**src/core/mc_upconv_params.svh**
```systemverilog
`ifndef MC_UPCONV_PARAMS_SVH
`define MC_UPCONV_PARAMS_SVH
// Sub-addresses of the write-only control registers
`define SUB_SMOOTH_NULL 8'h4b
`define SUB_PENALTY 8'h4c
`define SUB_VCORR 8'h4e
// Field positions inside the control bytes
`define BIT_SMOOTH 0
`define BIT_RAW_NULL 1
`define BIT_VCORR 0
// Reset values
`define RST_SMOOTH_NULL 8'h00
`define RST_PENALTY 8'h00
`define RST_VCORR 8'h00
// Data widths
`define PIX_W 8
`define COST_W 12
// Cadence lengths in input fields, and NTSC second-phase start position
`define CAD_PAL 3'h2
`define CAD_NTSC 3'h5
`define CAD_NTSC_2ND 3'h2
// Output buffer depth
`define OUT_DEPTH 8
`endif

```
**src/core/mc_upconv_pkg.sv**
```systemverilog
`include "mc_upconv_params.svh"
package mc_upconv_pkg;
  // Source cadence indication
  typedef enum logic [1:0] {mode_camera, mode_pal_film, mode_ntsc_film}
    film_mode_t;
  // Output field slot within one input pair
  typedef enum logic [1:0] {slot_a, slot_b, slot_c, slot_d} slot_t;
  // Pixel taps for one output pixel
  typedef struct packed {
    logic [`PIX_W-1:0] orig;
    logic [`PIX_W-1:0] a_up;
    logic [`PIX_W-1:0] a_lo;
    logic [`PIX_W-1:0] prev_up;
    logic [`PIX_W-1:0] prev_lo;
    logic [`PIX_W-1:0] prev_co;
    logic [`PIX_W-1:0] next_up;
    logic [`PIX_W-1:0] next_lo;
    logic [`PIX_W-1:0] next_co;
    logic vec_half;
  } pix_in_t;
  // Estimator candidate
  typedef struct packed {
    logic valid;
    logic is_null;
    logic [`COST_W-1:0] diff;
    logic [`COST_W-1:0] raw_diff;
  } cand_t;
endpackage : mc_upconv_pkg

```
**src/core/mc_upconv.sv**
```systemverilog
// Behaviour
// - Slot a passes original field unchanged
// - Slot c is line interpolation of field
// - Slots b and d use motion vectors
// - Five-tap median: two displaced pixels, field average, lines above/below
// - Absent line uses lines above and below
// - Field average tap gives local fallback
// - Output sequence follows camera/film mode
// - Camera mode: every field new phase
// - PAL film: field pairs share phase
// - NTSC film: 2-3 cadence of phases
// - Penalty added to non-null candidates
// - Enable selects unfiltered null difference
`timescale 1ns/100ps
`include "mc_upconv_params.svh"

module mc_out_fifo #(
  parameter int W = 8,
  parameter int DEPTH = 8
) (
  // Clock and control
  input wire logic clk,
  input wire logic sys_rst,
  input wire logic ce,
  // Fill side
  input wire logic in_valid,
  input wire logic [W-1:0] in_data,
  output logic in_ready,
  // Drain side
  output logic out_valid,
  output logic [W-1:0] out_data,
  input wire logic out_ready
);
  localparam int AW = $clog2(DEPTH);
  logic [W-1:0] mem [DEPTH]; // Storage
  logic [AW:0] wp_r, wp_nxt; // Write pointer
  logic [AW:0] rp_r, rp_nxt; // Read pointer
  logic [AW:0] cnt; // Fill level
  logic push, pop;
  // Level and handshakes
  always_comb begin
    cnt = wp_r - rp_r;
    in_ready = (cnt != (AW+1)'(DEPTH));
    out_valid = (cnt != '0);
    push = ce && in_valid && in_ready;
    pop = ce && out_valid && out_ready;
    wp_nxt = push ? wp_r + 1'b1 : wp_r;
    rp_nxt = pop ? rp_r + 1'b1 : rp_r;
    out_data = mem[rp_r[AW-1:0]];
  end
  // Pointer registers
  always_ff @(posedge clk) begin
    if (sys_rst) begin
      wp_r <= '0;
      rp_r <= '0;
    end else begin
      wp_r <= wp_nxt;
      rp_r <= rp_nxt;
    end
  end
  // Storage write
  always_ff @(posedge clk) begin
    if (push) begin
      mem[wp_r[AW-1:0]] <= in_data;
    end
  end
endmodule : mc_out_fifo

module mc_upconv #(
  parameter int PW = `PIX_W,
  parameter int CW = `COST_W,
  parameter int DEPTH = `OUT_DEPTH
) (
  // Clock, reset, enable
  input wire logic clk,
  input wire logic sys_rst,
  input wire logic ce,
  // Control register write port
  input wire logic [7:0] reg_addr,
  input wire logic [7:0] reg_wdata,
  input wire logic reg_wr,
  // Field control
  input wire logic field_start,
  input wire mc_upconv_pkg::film_mode_t mode_in,
  input wire logic cadence_sync,
  // Pixel stream in
  input wire logic px_valid,
  input wire mc_upconv_pkg::pix_in_t px,
  output logic px_ready,
  // Pixel stream out
  output logic out_valid,
  output logic [PW-1:0] out_pix,
  input wire logic out_ready,
  // Estimator candidate cost
  input wire mc_upconv_pkg::cand_t cand,
  output logic [CW-1:0] cand_cost,
  output logic cand_cost_valid,
  // Estimator controls and status
  output logic vector_smoothing_enable,
  output logic vector_correction_enable,
  output mc_upconv_pkg::slot_t slot_out,
  output mc_upconv_pkg::film_mode_t mode_out,
  output logic phase_new_out
);
  logic [7:0] ctl_r, ctl_nxt; // Smoothing/null byte
  logic [7:0] nonnull_vector_penalty_r, pen_nxt; // Penalty byte
  logic [7:0] vcorr_r, vcorr_nxt; // Correction byte
  mc_upconv_pkg::slot_t slot_r, slot_nxt; // Output slot
  mc_upconv_pkg::film_mode_t mode_r, mode_nxt; // Sampled mode
  logic [2:0] cad_r, cad_nxt; // Cadence position
  logic in_bound; // Next field starts an input field
  logic phase_new; // Current input field has a new phase
  logic [PW-1:0] prev_mc, next_mc, avg, intra, tap_p, res;
  logic push, fifo_rdy;
  logic [CW-1:0] cost_r, cost_nxt, dsel;
  logic cv_r, cv_nxt;
  logic [CW:0] sum;
  // Rounded mean of two pixels
  function automatic logic [PW-1:0] avg2(input logic [PW-1:0] x,
                                         input logic [PW-1:0] y);
    logic [PW:0] s;
    s = {1'b0, x} + {1'b0, y} + (PW+1)'(1);
    return s[PW:1];
  endfunction : avg2
  // Displaced pixel, averaged when the line is absent
  function automatic logic [PW-1:0] disp(input logic [PW-1:0] up,
                                         input logic [PW-1:0] lo,
                                         input logic half);
    return half ? avg2(up, lo) : up;
  endfunction : disp
  // Median of five by rank counting
  function automatic logic [PW-1:0] med5(input logic [4:0][PW-1:0] t);
    logic [PW-1:0] m;
    int lt;
    int le;
    m = t[0];
    for (int i = 0; i < 5; i++) begin
      lt = 0;
      le = 0;
      for (int j = 0; j < 5; j++) begin
        if (t[j] < t[i]) lt++;
        if (t[j] <= t[i]) le++;
      end
      if (lt <= 2 && le >= 3) m = t[i];
    end
    return m;
  endfunction : med5
  // Register writes by sub-address
  always_comb begin
    ctl_nxt = ctl_r;
    pen_nxt = nonnull_vector_penalty_r;
    vcorr_nxt = vcorr_r;
    if (reg_wr) begin
      case (reg_addr)
        `SUB_SMOOTH_NULL: ctl_nxt = reg_wdata;
        `SUB_PENALTY: pen_nxt = reg_wdata;
        `SUB_VCORR: vcorr_nxt = reg_wdata;
        default: ;
      endcase
    end
  end
  // Control register bank
  always_ff @(posedge clk) begin
    if (sys_rst) begin
      ctl_r <= `RST_SMOOTH_NULL;
      nonnull_vector_penalty_r <= `RST_PENALTY;
      vcorr_r <= `RST_VCORR;
    end else if (ce) begin
      ctl_r <= ctl_nxt;
      nonnull_vector_penalty_r <= pen_nxt;
      vcorr_r <= vcorr_nxt;
    end
  end
  // Field sequencer and cadence tracker
  always_comb begin
    in_bound = (slot_r == mc_upconv_pkg::slot_b) ||
               (slot_r == mc_upconv_pkg::slot_d);
    slot_nxt = slot_r;
    mode_nxt = mode_r;
    cad_nxt = cad_r;
    if (field_start) begin
      case (slot_r)
        mc_upconv_pkg::slot_a: slot_nxt = mc_upconv_pkg::slot_b;
        mc_upconv_pkg::slot_b: slot_nxt = mc_upconv_pkg::slot_c;
        mc_upconv_pkg::slot_c: slot_nxt = mc_upconv_pkg::slot_d;
        default: slot_nxt = mc_upconv_pkg::slot_a;
      endcase
      mode_nxt = mode_in;
      if (cadence_sync || mode_in != mode_r) begin
        cad_nxt = '0;
      end else if (in_bound) begin
        case (mode_r)
          mc_upconv_pkg::mode_pal_film:
            cad_nxt = (cad_r + 3'h1 >= `CAD_PAL) ? '0 : cad_r + 3'h1;
          mc_upconv_pkg::mode_ntsc_film:
            cad_nxt = (cad_r + 3'h1 >= `CAD_NTSC) ? '0 : cad_r + 3'h1;
          default: cad_nxt = '0;
        endcase
      end
    end
  end
  // Sequencer registers
  always_ff @(posedge clk) begin
    if (sys_rst) begin
      slot_r <= mc_upconv_pkg::slot_a;
      mode_r <= mc_upconv_pkg::mode_camera;
      cad_r <= '0;
    end else if (ce) begin
      slot_r <= slot_nxt;
      mode_r <= mode_nxt;
      cad_r <= cad_nxt;
    end
  end
  // Pixel synthesis per slot
  always_comb begin
    case (mode_r)
      mc_upconv_pkg::mode_pal_film: phase_new = (cad_r == '0);
      mc_upconv_pkg::mode_ntsc_film:
        phase_new = (cad_r == '0) || (cad_r == `CAD_NTSC_2ND);
      default: phase_new = 1'b1;
    endcase
    prev_mc = disp(px.prev_up, px.prev_lo, px.vec_half);
    next_mc = disp(px.next_up, px.next_lo, px.vec_half);
    avg = avg2(px.prev_co, px.next_co);
    intra = avg2(px.a_up, px.a_lo);
    // Repeated film phase: both taps from the new-phase side
    tap_p = phase_new ? prev_mc : next_mc;
    case (slot_r)
      mc_upconv_pkg::slot_a: res = px.orig;
      mc_upconv_pkg::slot_c: res = intra;
      default: res = med5({tap_p, next_mc, avg, px.a_up, px.a_lo});
    endcase
    px_ready = ce && fifo_rdy;
    push = px_valid && px_ready;
  end
  // Output buffer, drain stalls the pixel path
  mc_out_fifo #(.W(PW), .DEPTH(DEPTH)) u_fifo (
    .clk(clk),
    .sys_rst(sys_rst),
    .ce(ce),
    .in_valid(px_valid),
    .in_data(res),
    .in_ready(fifo_rdy),
    .out_valid(out_valid),
    .out_data(out_pix),
    .out_ready(out_ready)
  );
  // Candidate cost with penalty and null select
  always_comb begin
    dsel = (cand.is_null && ctl_r[`BIT_RAW_NULL]) ? cand.raw_diff
                                                   : cand.diff;
    sum = {1'b0, dsel} + (cand.is_null ? '0
          : (CW+1)'(nonnull_vector_penalty_r));
    cost_nxt = sum[CW] ? '1 : sum[CW-1:0];
    cv_nxt = cand.valid;
  end
  // Cost registers
  always_ff @(posedge clk) begin
    if (sys_rst) begin
      cost_r <= '0;
      cv_r <= 1'b0;
    end else if (ce) begin
      cost_r <= cost_nxt;
      cv_r <= cv_nxt;
    end
  end

  // Outputs
  assign cand_cost = cost_r;
  assign cand_cost_valid = cv_r;
  assign vector_smoothing_enable = ctl_r[`BIT_SMOOTH];
  assign vector_correction_enable = vcorr_r[`BIT_VCORR];
  assign slot_out = slot_r;
  assign mode_out = mode_r;
  assign phase_new_out = phase_new;
endmodule : mc_upconv

```
**config.mk**
```make
export PLATFORM = sky130hd
export DESIGN_NAME = mc_upconv
export DESIGN_NICKNAME = d
export VERILOG_FILES = /design/src/core/mc_upconv_pkg.sv /design/src/core/mc_upconv.sv
export VERILOG_INCLUDE_DIRS = /design/src /design/src/core
export SDC_FILE = /design/constraint.sdc
export NUM_CORES = 1
export LEC_CHECK = 0
export ABC_AREA = 0
export BUFFER_PORTS_ARGS = -buffer_cell sky130_fd_sc_hd__buf_2
export CAP_MARGIN = 20
export CORE_AREA = 2 2 155 157
export DETAILED_ROUTE_END_ITERATION = 7
export DIE_AREA = 0 0 157 159
export GPL_TIMING_DRIVEN = 0
export PLACE_DENSITY_LB_ADDON = 0.15
export SLEW_MARGIN = 20
export SYNTH_ARGS = -nofsm -noshare
export SYNTH_HDL_FRONTEND = slang
export SYNTH_SLANG_ARGS = --single-unit
```
**constraint.sdc**
```tcl
create_clock -name clk -period 8.7 [get_ports clk]
set_input_delay 0.87 -clock clk [delete_from_list [all_inputs] [get_ports clk]]
set_output_delay 0.87 -clock clk [all_outputs]
set_load 0.01 [all_outputs]
```
[Word-level counts from Yosys, hierarchy flattened]
Memory sizes are Yosys's and may differ from the RTL's. A register that Yosys moved wholly into a read port is not among the register bits.
Index checks and enable logic that the tools add are counted.
Word-level totals
  flip-flop bits (word level): 39
  RAM bits: 64
  word-level logic and storage cells: 242
  memories: 1
Memory list
  u_fifo.mem: depth 8, width 8, read ports 1, clocked after memory_dff 1, wr ports 1, RTL line mc_upconv.sv:35  | logic [W-1:0] mem [DEPTH];
Cells by class
  $add $sub $neg: 45
  order comparisons: 50
  equality and inequality tests: 11
  muxes and demuxes: 102
  reductions and logical operators: 23
Operators with widths (count)
  $mux 32: 72
  $add 32x2->32 const B: 32
  $le 8x8->1: 20
  $lt 8x8->1: 20
  $ge 32x3->1 const B: 4
  $le 32x3->1 const B: 4
  $mux 8: 8
  $add 8x8->9: 4
  $add 9x1->9 const B: 4
  $eq 8x7->1 const B: 3
  $mux 12: 2
  $mux 3: 6
  $pmux 8 s2: 1
  $add 12x8->13: 1
  $reduce_and 3->1: 4
  $logic_and 1x1->1: 10
  $mux 1: 10
  $add 4x1->4 const B: 2
  $eq 2x2->1 const B: 3
  $pmux 2 s3: 1
  $pmux 3 s2: 1
  $eq 2x1->1 const B: 2
  $ne 4x4->1 const B: 1
  $reduce_bool 4->1: 1
  13 further kinds: 15

[Depth between registers and ports, before layout]
Gate-level depths: netlist of run 1.
  word-level depth: 23
  depth in mapped cells: 30
  mapped depth without buffers: 28

[By module]
Synthesis of run 1 repeated with hierarchy kept, for this count alone.
Unflattened totals
  cells, all modules: 1051
  area, all modules: 9999.6 µm²
Modules (own cells, without submodules)
  mc_upconv: instances 1, cells each 879, area an instance 6942.9 µm²
  mc_out_fifo: instances 1, cells each 172, area an instance 3056.7 µm²

[Worst setup path after synthesis of run 1]
OpenSTA, ideal clock, no wires.
  path type: input-to-reg
  start point: in px[17] in the netlist's numbering
  end point: mem u_fifo.mem[0][2] (data pin)
  library setup time: 301 ps
  arrival: 6302 ps
  slack: 2096 ps
  stages: 26
  path through: or2_2 fa_1 a21o_1 a21oi_1 o21bai_1 a21oi_1 xnor2_1 mux2i_1 inv_1 a21o_1 inv_1 ha_1 a21o_1 a21o_1 a21o_1 nor2_1 nor2_1 ha_1 xnor2_1 ha_1 mux2_2 ha_1 nor4_2 or3_1 buf_6 a22oi_1
Between the ends
  word-level cells in the longest chain between the ends: 23
Ends and longest elaborated chain
  start, declared: RTL line mc_upconv.sv:88  | input wire mc_upconv_pkg::pix_in_t px,
  $add 8x8->9: RTL line mc_upconv.sv:122  | s = {1'b0, x} + {1'b0, y} + (PW+1)'(1);
  $add 9x1->9: RTL line mc_upconv.sv:122
  $mux 8 *: RTL line mc_upconv.sv:129  | return half ? avg2(up, lo) : up;
  $lt 8x8->1 (tied with other cells): RTL line mc_upconv.sv:141  | if (t[j] < t[i]) lt++;
  $mux 1 (tied with other cells): RTL line mc_upconv.sv:141
  $mux 32 (tied with other cells): RTL line mc_upconv.sv:228  | case (slot_r)
  $add 32x2->32 (tied with other cells): RTL line mc_upconv.sv:141
  $mux 32 (tied with other cells): RTL line mc_upconv.sv:141
  [... 8 more ...]
  $mux 32 (tied with other cells): RTL line mc_upconv.sv:141
  $mux 32 (on tied branches): RTL line mc_upconv.sv:228, mc_upconv.sv:141, mc_upconv.sv:142
  $le 32x3->1 (tied with other cells): RTL line mc_upconv.sv:144  | if (lt <= 2 && le >= 3) m = t[i];
  $logic_and 1x1->1 (tied with other cells): RTL line mc_upconv.sv:144
  $mux 8 or $logic_and 1x1->1 (tied branches): RTL line mc_upconv.sv:144
  $mux 8 *: RTL line mc_upconv.sv:144
  $pmux 8 s2 *: RTL line mc_upconv.sv:228
  via res[2]: RTL line mc_upconv.sv:113  | logic [PW-1:0] prev_mc, next_mc, avg, intra, tap_p, res;
  end, declared: RTL line mc_upconv.sv:35
Mark *: on every way through the listed nets, which the timed path passes. The rest lies on a longest branch. The select of a mux whose other input is x is not followed.

[Worst setup path in the final report of run 1]
  start point: in px[17] in the netlist's numbering
  end point: mem u_fifo.mem[7][7] (data pin)
Same word-level chain as after synthesis.

==> flow_metrics.env, run 1 <==
export IMPL_run_status="complete, no violations"
export IMPL_syn_cell_area_mm2=0.0104
export IMPL_ant_nets=0
export IMPL_seqPwrFrac_pct=25.4
export IMPL_timing_critical_path_to_type="register"
export IMPL_wire_per_inst_um=17.9
export IMPL_yosys_register_bits=106
export IMPL_seq_area_frac_synth_pct=26.6
export IMPL_cts_made_buffers=9
export IMPL_critPathSlowestCell="sky130_fd_sc_hd__nor4_2"
export IMPL_grt_pass1_vias=8383
export IMPL_grt_max_degree=19
export IMPL_cellLeakagePower_nw=5.23
export IMPL_critical_path_max_stage_delay_ns=0.86
export IMPL_timing_critical_path_fanout_max=9
export IMPL_post_cts_setup_buffer_count=0
export IMPL_hold_path_class="reg -> reg"
export IMPL_ys_top_cells_by_count="sky130_fd_sc_hd__ha_1, sky130_fd_sc_hd__nor2_1, sky130_fd_sc_hd__inv_1"
export IMPL_yosys_warnings=0
export IMPL_synth_top_area_cell="sky130_fd_sc_hd__edfxtp_1"
export IMPL_synth_top_cell_area_share_pct=18.5
export IMPL_clock_power_share_pct=15.2
export IMPL_fin_crit_ns=8.29
export IMPL_first_iter_violations=546
export IMPL_globalRouteOverflowTotal=0
export IMPL_number_of_flops_mapped_to_enable_cells_by_yosys=64
export IMPL_critPathTopFamily="compound AO/OA/AOI/OAI gates"
export IMPL_actual_transition_at_the_worst_max_transition_pin_ns=1.01
export IMPL_grt_first_pass_wirelength_um=44700
export IMPL_clock_sinks=106
export IMPL_dp_hpwl_um=22900
export IMPL_clk_pin_slew_worst_paths_ns=0.07
export IMPL_cts_tree="done"
export IMPL_clk_buf_depth=2
export IMPL_worst_slack_ns=0.410
export IMPL_avgSynthCellArea_um2=9.39
export IMPL_fp_dieH_um=159
export IMPL_synthesis_instances=1106
export IMPL_number_of_hold_buffers_added_after_cts=0
export IMPL_fp_rows=56
export IMPL_syn_num_nets=1390
export IMPL_timing_critical_path_arrival_ns=8.31
export IMPL_synthDistinctLibCells=95
export IMPL_drive_gt1_share_pct=20.1
export IMPL_setup_violations=0
export IMPL_finalCritPeriodShare_pct=95.3
export IMPL_final_count_of_pins_violating_max_slew=0
export IMPL_internal_power_w=0.00141
export IMPL_die_width_um=157
export IMPL_post_route_drc_count=0
export IMPL_worst_clock_skew_ns=0.00715
export IMPL_finalNetCount=1554
export IMPL_power_total_w=0.00251
export IMPL_peak_vdd_ir_mv=0.168
export IMPL_power_per_cell_area_mw_per_mm2=212
export IMPL_share_comb_of_total_power_pct=59.4
export IMPL_crit_top_cell="sky130_fd_sc_hd__a21o_1"
export IMPL_headroom_to_the_max_slew_limit_pct=31.0
export IMPL_post_cts_resize_count=0
export IMPL_synthFlopType="sky130_fd_sc_hd__edfxtp_1"
export IMPL_core_area_mm2=0.0232
export IMPL_dr_total_vias=8955
export IMPL_layout_area_overhead_vs_synth_pct=14.1
export IMPL_cap_viol_max_count=0
export IMPL_rsz_0062_raised_after_global_routing="false"
export IMPL_postRouteWirelength_um=28500
export IMPL_path_buf_inv=3
export IMPL_clk_latency_ns=0.34
export IMPL_worst_setup_path_class="in -> reg"
export IMPL_switching_fraction_pct=43.8
export IMPL_cp_start_kind="input port"
export IMPL_htree_levels=3
export IMPL_final_hold_viol_count=0
export IMPL_netSwitchingPower_w=0.00110
export IMPL_asyncSetResetFlopFracSynth_pct=0
export IMPL_cp_required_ns=8.72
export IMPL_setup_reg_to_reg_worst_slack_ns=1.70
export IMPL_placement_io_buffers=152
export IMPL_num_io_pins=155
export IMPL_fin_tns_setup_ns=0
export IMPL_fmax_mhz=121
export IMPL_viasPerCell=5.61
export IMPL_root_cell_of_the_clock_tree="sky130_fd_sc_hd__clkbuf_16"
export IMPL_initial_core_util_pct=44.8
export IMPL_number_of_antenna_violations_at_the_first_check_in_global_routing=0
export IMPL_synthTopCellsByArea="sky130_fd_sc_hd__edfxtp_1, sky130_fd_sc_hd__ha_1, sky130_fd_sc_hd__dfxtp_1"
export IMPL_post_synth_top_count_cell="sky130_fd_sc_hd__ha_1"
export IMPL_drtPass1Iterations=5
export IMPL_detailedPlace_worstSlack_ns=0.132
export IMPL_die_area_mm2=0.0250
export IMPL_place_gp_congestion=0.920
export IMPL_global_route_usage_total_pct=22.7
[cell usage in the layout (no fill, tap or decap), types with 20 or more instances in the layout]
master,n
sky130_fd_sc_hd__xnor2_1,39
sky130_fd_sc_hd__mux2i_1,28
sky130_fd_sc_hd__nand2_1,44
sky130_fd_sc_hd__o21ai_0,42
sky130_fd_sc_hd__nand3_1,34
sky130_fd_sc_hd__ha_1,151
sky130_fd_sc_hd__edfxtp_1,64
sky130_fd_sc_hd__nor2_1,99
sky130_fd_sc_hd__a21o_1,25
sky130_fd_sc_hd__dfxtp_1,42
sky130_fd_sc_hd__mux2_2,20
sky130_fd_sc_hd__nor3_1,27
sky130_fd_sc_hd__nor2b_1,26
sky130_fd_sc_hd__buf_2,156
sky130_fd_sc_hd__a21oi_1,60
sky130_fd_sc_hd__inv_1,83
sky130_fd_sc_hd__nand4_1,21
[final timing paths]
check,from,to,cells past startpoint
max,px[17],u_fifo.mem[7][7]$_DFFE_PP_,26
min,cand_cost[10]$_SDFFE_PP0P_,cand_cost[10]$_SDFFE_PP0P_,2
max reg2reg,mode_out[0]$_SDFFE_PP0P_,u_fifo.mem[7][7]$_DFFE_PP_,21
min reg2reg,cand_cost[10]$_SDFFE_PP0P_,cand_cost[10]$_SDFFE_PP0P_,2
[sequential cells by signal (all words and copies together), names as in the netlist, named ones only]
register                  count
cad_r                         3
u_fifo.mem                   64
nonnull_vector_penalty_r      8
u_fifo.wp_r                   4
cand_cost                    12
u_fifo.rp_r                   4
vcorr_r                       1
ctl_r                         2
mode_out                      2
cand_cost_valid               1
slot_out                      2
[cells by family after synthesis]
group                      count (synthesis)  synth area share (%)
and+or+nand+nor                          320                  15.7
AOI/OAI and AO/OA                        286                  20.2
adders and majority gates                160                  19.8
buffers and inverters                    116                  4.58
DFF                                      106                  26.6
muxes                                     65                  8.45
xor gates and xnor gates                  53                  4.62
[metrics by stage]
step / cells / hold WS (ns) / cell area [um^2] / utilization [%]
global route: 1594 / 0.513 / 11800 / 51.0
global placement: 1577 / 0.465 / 11500 / 49.8
detailed placement: 1578 / 0.469 / 11600 / 49.8
CTS: 1594 / 0.483 / 11800 / 51.0
floorplan: 1106 / 0.455 / 10400 / -
finish: 1596 / 0.478 / 11800 / 51.1
[layout make-up]
cell class,instances,area (um^2)
inverters,86,332
clock buffers,10,229
fillers,2220,11400
plain buffers,30,144
repair buffers,153,768
diodes,2,5.00
multi-input cells,884,7150
flip-flops and latches,106,2760
well taps,319,399
clock inverters,6,48.8
[tightest hold or removal path, delay by kind of cell, from the launching register on]
family | cells | cell delay [ns]
and+or+nand+nor | 2 | 0.13
DFF | 1 | 0.31
[routing by layer]
layer / up-vias / global-route usage, % / share of wire [%]
li1: 4470 / - / -
met1: 4228 / 31.1 / 46
met2: 216 / 37.7 / 47
met3: 41 / 2.31 / 3.9
met4: 0 / 7.26 / 2.7
met5: - / 0 / 0
[power by group through the flow]
stage,Combinational (W),Clock (W),Sequential [W]
final,0.00149,0.000380,0.000638
after detailed placement,0.00147,0,0.000649
after floorplan,0.00109,0,0.000647
after CTS,0.00148,0.000388,0.000638
after global routing,0.00164,0.000408,0.000640
after global placement,0.00144,0,0.000648
No activity file was read; power rests on OpenSTA's default activity.
==> inputs of run 2 (changes only) <==
Settings changed: ABC_AREA 0 to 1.
==> flow_metrics.env, run 2 <==
export IMPL_yosys_register_bits=106
export IMPL_timing_critical_path_fanout_max=9
export IMPL_fin_tns_setup_ns=0
export IMPL_post_route_drc_count=0
export IMPL_critPathTopFamily="simple AND/OR/NAND/NOR gates"
export IMPL_detailed_place_area_mm2=0.0115
export IMPL_critical_path_max_stage_delay_ns=0.67
export IMPL_post_cts_setup_buffer_count=0
export IMPL_final_hold_viol_count=0
export IMPL_synthesis_instances=1386
export IMPL_timing_critical_path_to_type="register"
export IMPL_cp_required_ns=8.74
export IMPL_cellLeakagePower_nw=5.91
export IMPL_run_status="complete, no violations"
export IMPL_grt_pass1_vias=8719
export IMPL_htree_levels=3
export IMPL_postRouteWirelength_um=26100
export IMPL_global_route_usage_total_pct=20.7
export IMPL_actual_transition_at_the_worst_max_transition_pin_ns=0.982
export IMPL_cp_start_kind="input port"
export IMPL_postLayoutCellArea_mm2=0.0118
export IMPL_placement_io_buffers=152
export IMPL_core_area_mm2=0.0232
export IMPL_largest_register_ff_count=64
export IMPL_worst_slack_ns=2.02
export IMPL_headroom_to_the_max_slew_limit_pct=33.8
export IMPL_synthDistinctLibCells=55
export IMPL_drtPass1Iterations=5
export IMPL_fmax_mhz=150
export IMPL_drive_gt1_share_pct=17.6
export IMPL_yosys_warnings=0
export IMPL_cts_made_buffers=9
export IMPL_num_io_pins=155
export IMPL_ys_top_cells_by_count="sky130_fd_sc_hd__nand2_1, sky130_fd_sc_hd__inv_1, sky130_fd_sc_hd__nor2_1"
export IMPL_globalRouteOverflowTotal=0
export IMPL_wire_per_inst_um=13.9
export IMPL_power_total_w=0.00250
export IMPL_final_common_cell="sky130_fd_sc_hd__nand2_1"
export IMPL_setup_violations=0
export IMPL_clk_buf_depth=2
export IMPL_first_iter_violations=450
export IMPL_synth_top_cell_area_share_pct=18.6
export IMPL_clk_pin_slew_worst_paths_ns=0.07
export IMPL_place_gp_congestion=0.857
export IMPL_timing_critical_path_arrival_ns=6.72
export IMPL_n_antenna_cell=0
export IMPL_grt_first_pass_wirelength_um=41900
export IMPL_avgSynthCellArea_um2=7.45
export IMPL_dr_total_vias=9352
export IMPL_die_width_um=157
export IMPL_synthFlopType="sky130_fd_sc_hd__edfxtp_1"
export IMPL_ant_nets=0
export IMPL_syn_num_nets=1671
export IMPL_critPathSlowestCell="sky130_fd_sc_hd__o21ai_0"
export IMPL_fp_rows=56
export IMPL_viasPerCell=4.99
export IMPL_syn_cell_area_mm2=0.0103
export IMPL_cap_viol_max_count=0
export IMPL_crit_top_cell="sky130_fd_sc_hd__nand2_1"
export IMPL_finalCritPeriodShare_pct=76.8
export IMPL_layout_core_utilization_pct=50.8
export IMPL_peak_vdd_ir_mv=0.142
export IMPL_number_of_flops_mapped_to_enable_cells_by_yosys=64
export IMPL_clk_latency_ns=0.34
export IMPL_root_cell_of_the_clock_tree="sky130_fd_sc_hd__clkbuf_16"
export IMPL_worst_setup_path_class="in -> reg"
export IMPL_seq_area_frac_synth_pct=26.8
export IMPL_synth_top_area_cell="sky130_fd_sc_hd__edfxtp_1"
export IMPL_post_synth_top_count_cell="sky130_fd_sc_hd__nand2_1"
export IMPL_final_count_of_pins_violating_max_slew=0
export IMPL_die_area_mm2=0.0250
export IMPL_layout_common_cells="sky130_fd_sc_hd__nand2_1, sky130_fd_sc_hd__inv_1, sky130_fd_sc_hd__nor2_1"
export IMPL_asyncSetResetFlopFracSynth_pct=0
export IMPL_hold_path_class="reg -> reg"
export IMPL_rsz_0062_raised_after_global_routing="false"
export IMPL_clock_sinks=106
export IMPL_cts_tree="done"
export IMPL_number_of_hold_buffers_added_after_cts=0
export IMPL_dp_hpwl_um=21800
export IMPL_post_cts_resize_count=0
export IMPL_initial_core_util_pct=44.5
export IMPL_worst_clock_skew_ns=0.00591
export IMPL_detailedPlace_worstSlack_ns=1.57
export IMPL_number_of_antenna_violations_at_the_first_check_in_global_routing=0
export IMPL_path_buf_inv=8
export IMPL_layout_area_overhead_vs_synth_pct=14.0
export IMPL_grt_max_degree=20
export IMPL_setup_reg_to_reg_worst_slack_ns=2.64
export IMPL_fp_dieH_um=159
export IMPL_fin_crit_ns=6.68
export IMPL_power_per_cell_area_mw_per_mm2=212
export IMPL_finalNetCount=1835
export IMPL_synthTopCellsByArea="sky130_fd_sc_hd__edfxtp_1, sky130_fd_sc_hd__ha_1, sky130_fd_sc_hd__dfxtp_1"
==> run 2: where the power goes <==
group          switching [W]  total [W]  leakage [nW]  internal, W
sequential         0.0000115   0.000615         0.922     0.000604
clock               0.000190   0.000389         0.139     0.000199
combinational       0.000985    0.00150          4.85     0.000511
==> run 2: metrics by stage <==
step	hold slack (ns)	cells
4_1_cts	0.459	1874
3_3_place_gp	0.444	1857
6_report	0.456	1874
3_5_place_dp	0.448	1858
2_1_floorplan	0.430	1386
5_1_grt	0.478	1874
==> run 2: final cells by class <==
class | count | area [um^2]
Tap cell | 319 | 399
Buffer | 22 | 83.8
Inverter | 227 | 852
Multi-Input combinational cell | 1031 | 6630
Sequential cell | 106 | 2760
Clock buffer | 9 | 225
Clock inverter | 7 | 58.8
Fill cell | 2337 | 11400
Timing Repair Buffer | 153 | 766
==> run 2: cells by family (layout without fill, tap and decap cells) <==
kind of cell / count (synthesis) / in the layout / share of synthesized area [%]
AND/OR/NAND/NOR: 581 / 581 / 26.9
AO/OA/AOI/OAI: 255 / 255 / 14.0
buffers and inverters: 249 / 418 / 9.07
adder cells (fa/ha/maj): 160 / 160 / 20.0
flip-flops: 106 / 106 / 26.8
XOR/XNOR: 25 / 25 / 2.19
multiplexers: 10 / 10 / 1.08
==> run 2: tightest hold or removal path, stage by stage, from the launching register on <==
cell                      delay (ns)
sky130_fd_sc_hd__dfxtp_1        0.30
sky130_fd_sc_hd__inv_1          0.06
sky130_fd_sc_hd__a21oi_1        0.05
==> run 2: metal layers <==
layer  up-vias  global-route usage, %  part of all wire [%]
li1       4945                      -                     -
met1      4184                   26.9                    46
met2       191                   35.8                    48
met3        32                   2.34                   3.9
met4         0                   6.42                   2.5
met5         -                      0                     0
==> run 2: path summary, 6_finish.rpt <==
path                                                                from                                       end  cells after the start
worst max register to register                     cad_r[0]$_SDFFE_PP0P_                u_fifo.mem[6][2]$_DFFE_PP_                     30
worst min register to register  nonnull_vector_penalty_r[3]$_SDFFE_PP0P_  nonnull_vector_penalty_r[3]$_SDFFE_PP0P_                      2
worst max-delay path                                              px[17]                u_fifo.mem[6][2]$_DFFE_PP_                     40
worst min-delay path            nonnull_vector_penalty_r[3]$_SDFFE_PP0P_  nonnull_vector_penalty_r[3]$_SDFFE_PP0P_                      2
==> inputs of run 3 (changes only) <==
Settings changed: ABC_AREA 1 to 0.
Clock period 8.7 ns to 6.7 ns, I/O delays scaled along.
==> flow_metrics.env, run 3 (synthesis gave the netlist of run 1 again) <==
export IMPL_run_status="complete, no violations"
export IMPL_core_area_mm2=0.0232
export IMPL_cts_tree="done"
export IMPL_drtPass1Iterations=5
export IMPL_met3_usage_pct=2.37
export IMPL_layout_common_cells="sky130_fd_sc_hd__buf_2, sky130_fd_sc_hd__ha_1, sky130_fd_sc_hd__nor2_1"
export IMPL_root_cell_of_the_clock_tree="sky130_fd_sc_hd__clkbuf_16"
export IMPL_clk_pin_slew_worst_paths_ns=0.07
export IMPL_clock_sinks=106
export IMPL_clk_latency_ns=0.34
export IMPL_cap_viol_max_count=0
export IMPL_die_width_um=157
export IMPL_die_area_mm2=0.0250
export IMPL_actual_transition_at_the_worst_max_transition_pin_ns=0.929
export IMPL_multi_input_area_mm2=0.00739
export IMPL_final_count_of_pins_violating_max_slew=0
export IMPL_cts_made_buffers=9
export IMPL_grt_pass1_vias=8460
export IMPL_hold_path_class="reg -> reg"
export IMPL_use_met1_pct=31.0
export IMPL_fp_rows=56
export IMPL_dp_hpwl_um=22900
export IMPL_peak_vdd_ir_mv=0.265
export IMPL_largest_register_ff_count=64
export IMPL_final_hold_viol_count=0
export IMPL_global_route_usage_total_pct=22.9
export IMPL_fp_dieH_um=159
export IMPL_worst_hold_depth=2
export IMPL_finalNetCount=1574
export IMPL_num_io_pins=155
export IMPL_htree_levels=3
export IMPL_place_gp_congestion=0.920
export IMPL_timing_critical_path_arrival_ns=6.58
export IMPL_fin_crit_ns=6.49
export IMPL_number_of_antenna_violations_at_the_first_check_in_global_routing=0
export IMPL_globalRouteOverflowTotal=0
export IMPL_setup_violations=0
export IMPL_fmax_mhz=154
export IMPL_finish_cell_count_without_fillers=1615
export IMPL_cp_start_kind="input port"
export IMPL_grt_max_degree=19
export IMPL_globalRouteMet2Util_pct=38.2
export IMPL_final_common_cell="sky130_fd_sc_hd__buf_2"
export IMPL_worst_r2r_path_depth=25
export IMPL_grt_first_pass_wirelength_um=45000
export IMPL_placement_io_buffers=152
export IMPL_first_iter_violations=535
export IMPL_worst_hold_slack_ns=0.478
export IMPL_viasPerCell=5.61
export IMPL_dr_total_vias=9056
export IMPL_ant_nets=0
export IMPL_cp_required_ns=6.79
export IMPL_fin_tns_setup_ns=0
export IMPL_worst_setup_path_class="in -> reg"
export IMPL_drive_gt1_share_pct=24.2
export IMPL_postRouteWirelength_um=29000
export IMPL_cellLeakagePower_nw=5.38
export IMPL_grt_busiest_layer="met2"
export IMPL_layout_area_overhead_vs_synth_pct=17.9
export IMPL_power_per_cell_area_mw_per_mm2=290
export IMPL_wire_per_inst_um=18.0
export IMPL_timing_critical_path_to_type="register"
export IMPL_area_sequential_mm2=0.00276
export IMPL_n_fill_cell=2187
export IMPL_initial_core_util_pct=44.8
export IMPL_numPlacedInstances=1578
export IMPL_worst_clock_skew_ns=0.00806
export IMPL_headroom_to_the_max_slew_limit_pct=37.8
export IMPL_finalCritPeriodShare_pct=96.9
export IMPL_timing_critical_path_fanout_max=8
export IMPL_clk_buf_depth=2
export IMPL_post_route_drc_count=0
## run 3: worst paths after layout
check	from	to	slack, ns
max	px[25]	u_fifo.mem[3][3]$_DFFE_PP_	0.21
min	cand_cost[10]$_SDFFE_PP0P_	cand_cost[10]$_SDFFE_PP0P_	0.48
max reg2reg	mode_out[0]$_SDFFE_PP0P_	u_fifo.mem[7][7]$_DFFE_PP_	0.63
min reg2reg	cand_cost[10]$_SDFFE_PP0P_	cand_cost[10]$_SDFFE_PP0P_	0.48
## run 3: through the flow
stage	util [%]	setup WS [ns]	instance area (um^2)	total power [W]
5_1_grt	52.8	-0.0190	12200	0.00379
6_report	52.8	0.209	12200	0.00354
3_3_place_gp	49.8	-1.61	11500	0.00272
4_1_cts	52.0	0.00400	12100	0.00342
3_5_place_dp	49.8	-1.67	11600	0.00275
2_1_floorplan	-	0.296	10400	0.00225
## run 3: layer usage
layer	wire length (um)	vias to the layer above
met1	13300	4271
met5	0	-
met2	13700	243
met3	1250	38
li1	-	4504
met4	745	0
## run 3: critical path: stages
cell and delay, ns:
sky130_fd_sc_hd__buf_2 0.11, sky130_fd_sc_hd__or2_2 0.30, sky130_fd_sc_hd__fa_1 0.40, sky130_fd_sc_hd__xnor2_1 0.67, sky130_fd_sc_hd__inv_1 0.19, sky130_fd_sc_hd__ha_1 0.35
sky130_fd_sc_hd__nor2b_1 0.13, sky130_fd_sc_hd__o21ai_0 0.26, sky130_fd_sc_hd__a21oi_1 0.14, sky130_fd_sc_hd__o21ai_0 0.25, sky130_fd_sc_hd__o211ai_1 0.18, sky130_fd_sc_hd__a2bb2oi_4 0.28
sky130_fd_sc_hd__inv_2 0.09, sky130_fd_sc_hd__fa_1 0.54, sky130_fd_sc_hd__inv_1 0.06, sky130_fd_sc_hd__ha_1 0.26, sky130_fd_sc_hd__mux2_2 0.17, sky130_fd_sc_hd__nor4_2 0.05
sky130_fd_sc_hd__o21ai_1 0.22, sky130_fd_sc_hd__nand3_2 0.21, sky130_fd_sc_hd__or2_1 0.28, sky130_fd_sc_hd__buf_6 0.15, sky130_fd_sc_hd__a311oi_2 0.30, sky130_fd_sc_hd__a22oi_2 0.12
sky130_fd_sc_hd__buf_4 0.19
## run 3: final cells by class
class,count,area share [%]
clock buffer,10,1.87
sequential,106,22.6
antenna,1,0.0204
buffer,30,1.26
multi-input combinational,885,60.4
inverter,86,2.71
timing repair buffer,172,7.55
tap,319,3.26
clock inverter,6,0.399
## run 3: timing repair
| item | 4_1_cts | 5_1_grt |
|---|---|---|
| gates cloned | 0 | 1 |
| buffers inserted | 12 | 7 |
| hold buffers | 0 | 0 |
| pin swaps | 10 | 7 |
| endpoints found under the setup margin | 64 | 64 |
| resized for setup | 22 | 29 |
## run 3: power by group
part           leakage [nW]  switching [W]  total (W)  internal (W)
Combinational          4.32        0.00129    0.00222      0.000934
Clock                 0.133       0.000237   0.000493      0.000256
Sequential            0.925      0.0000128   0.000825      0.000812
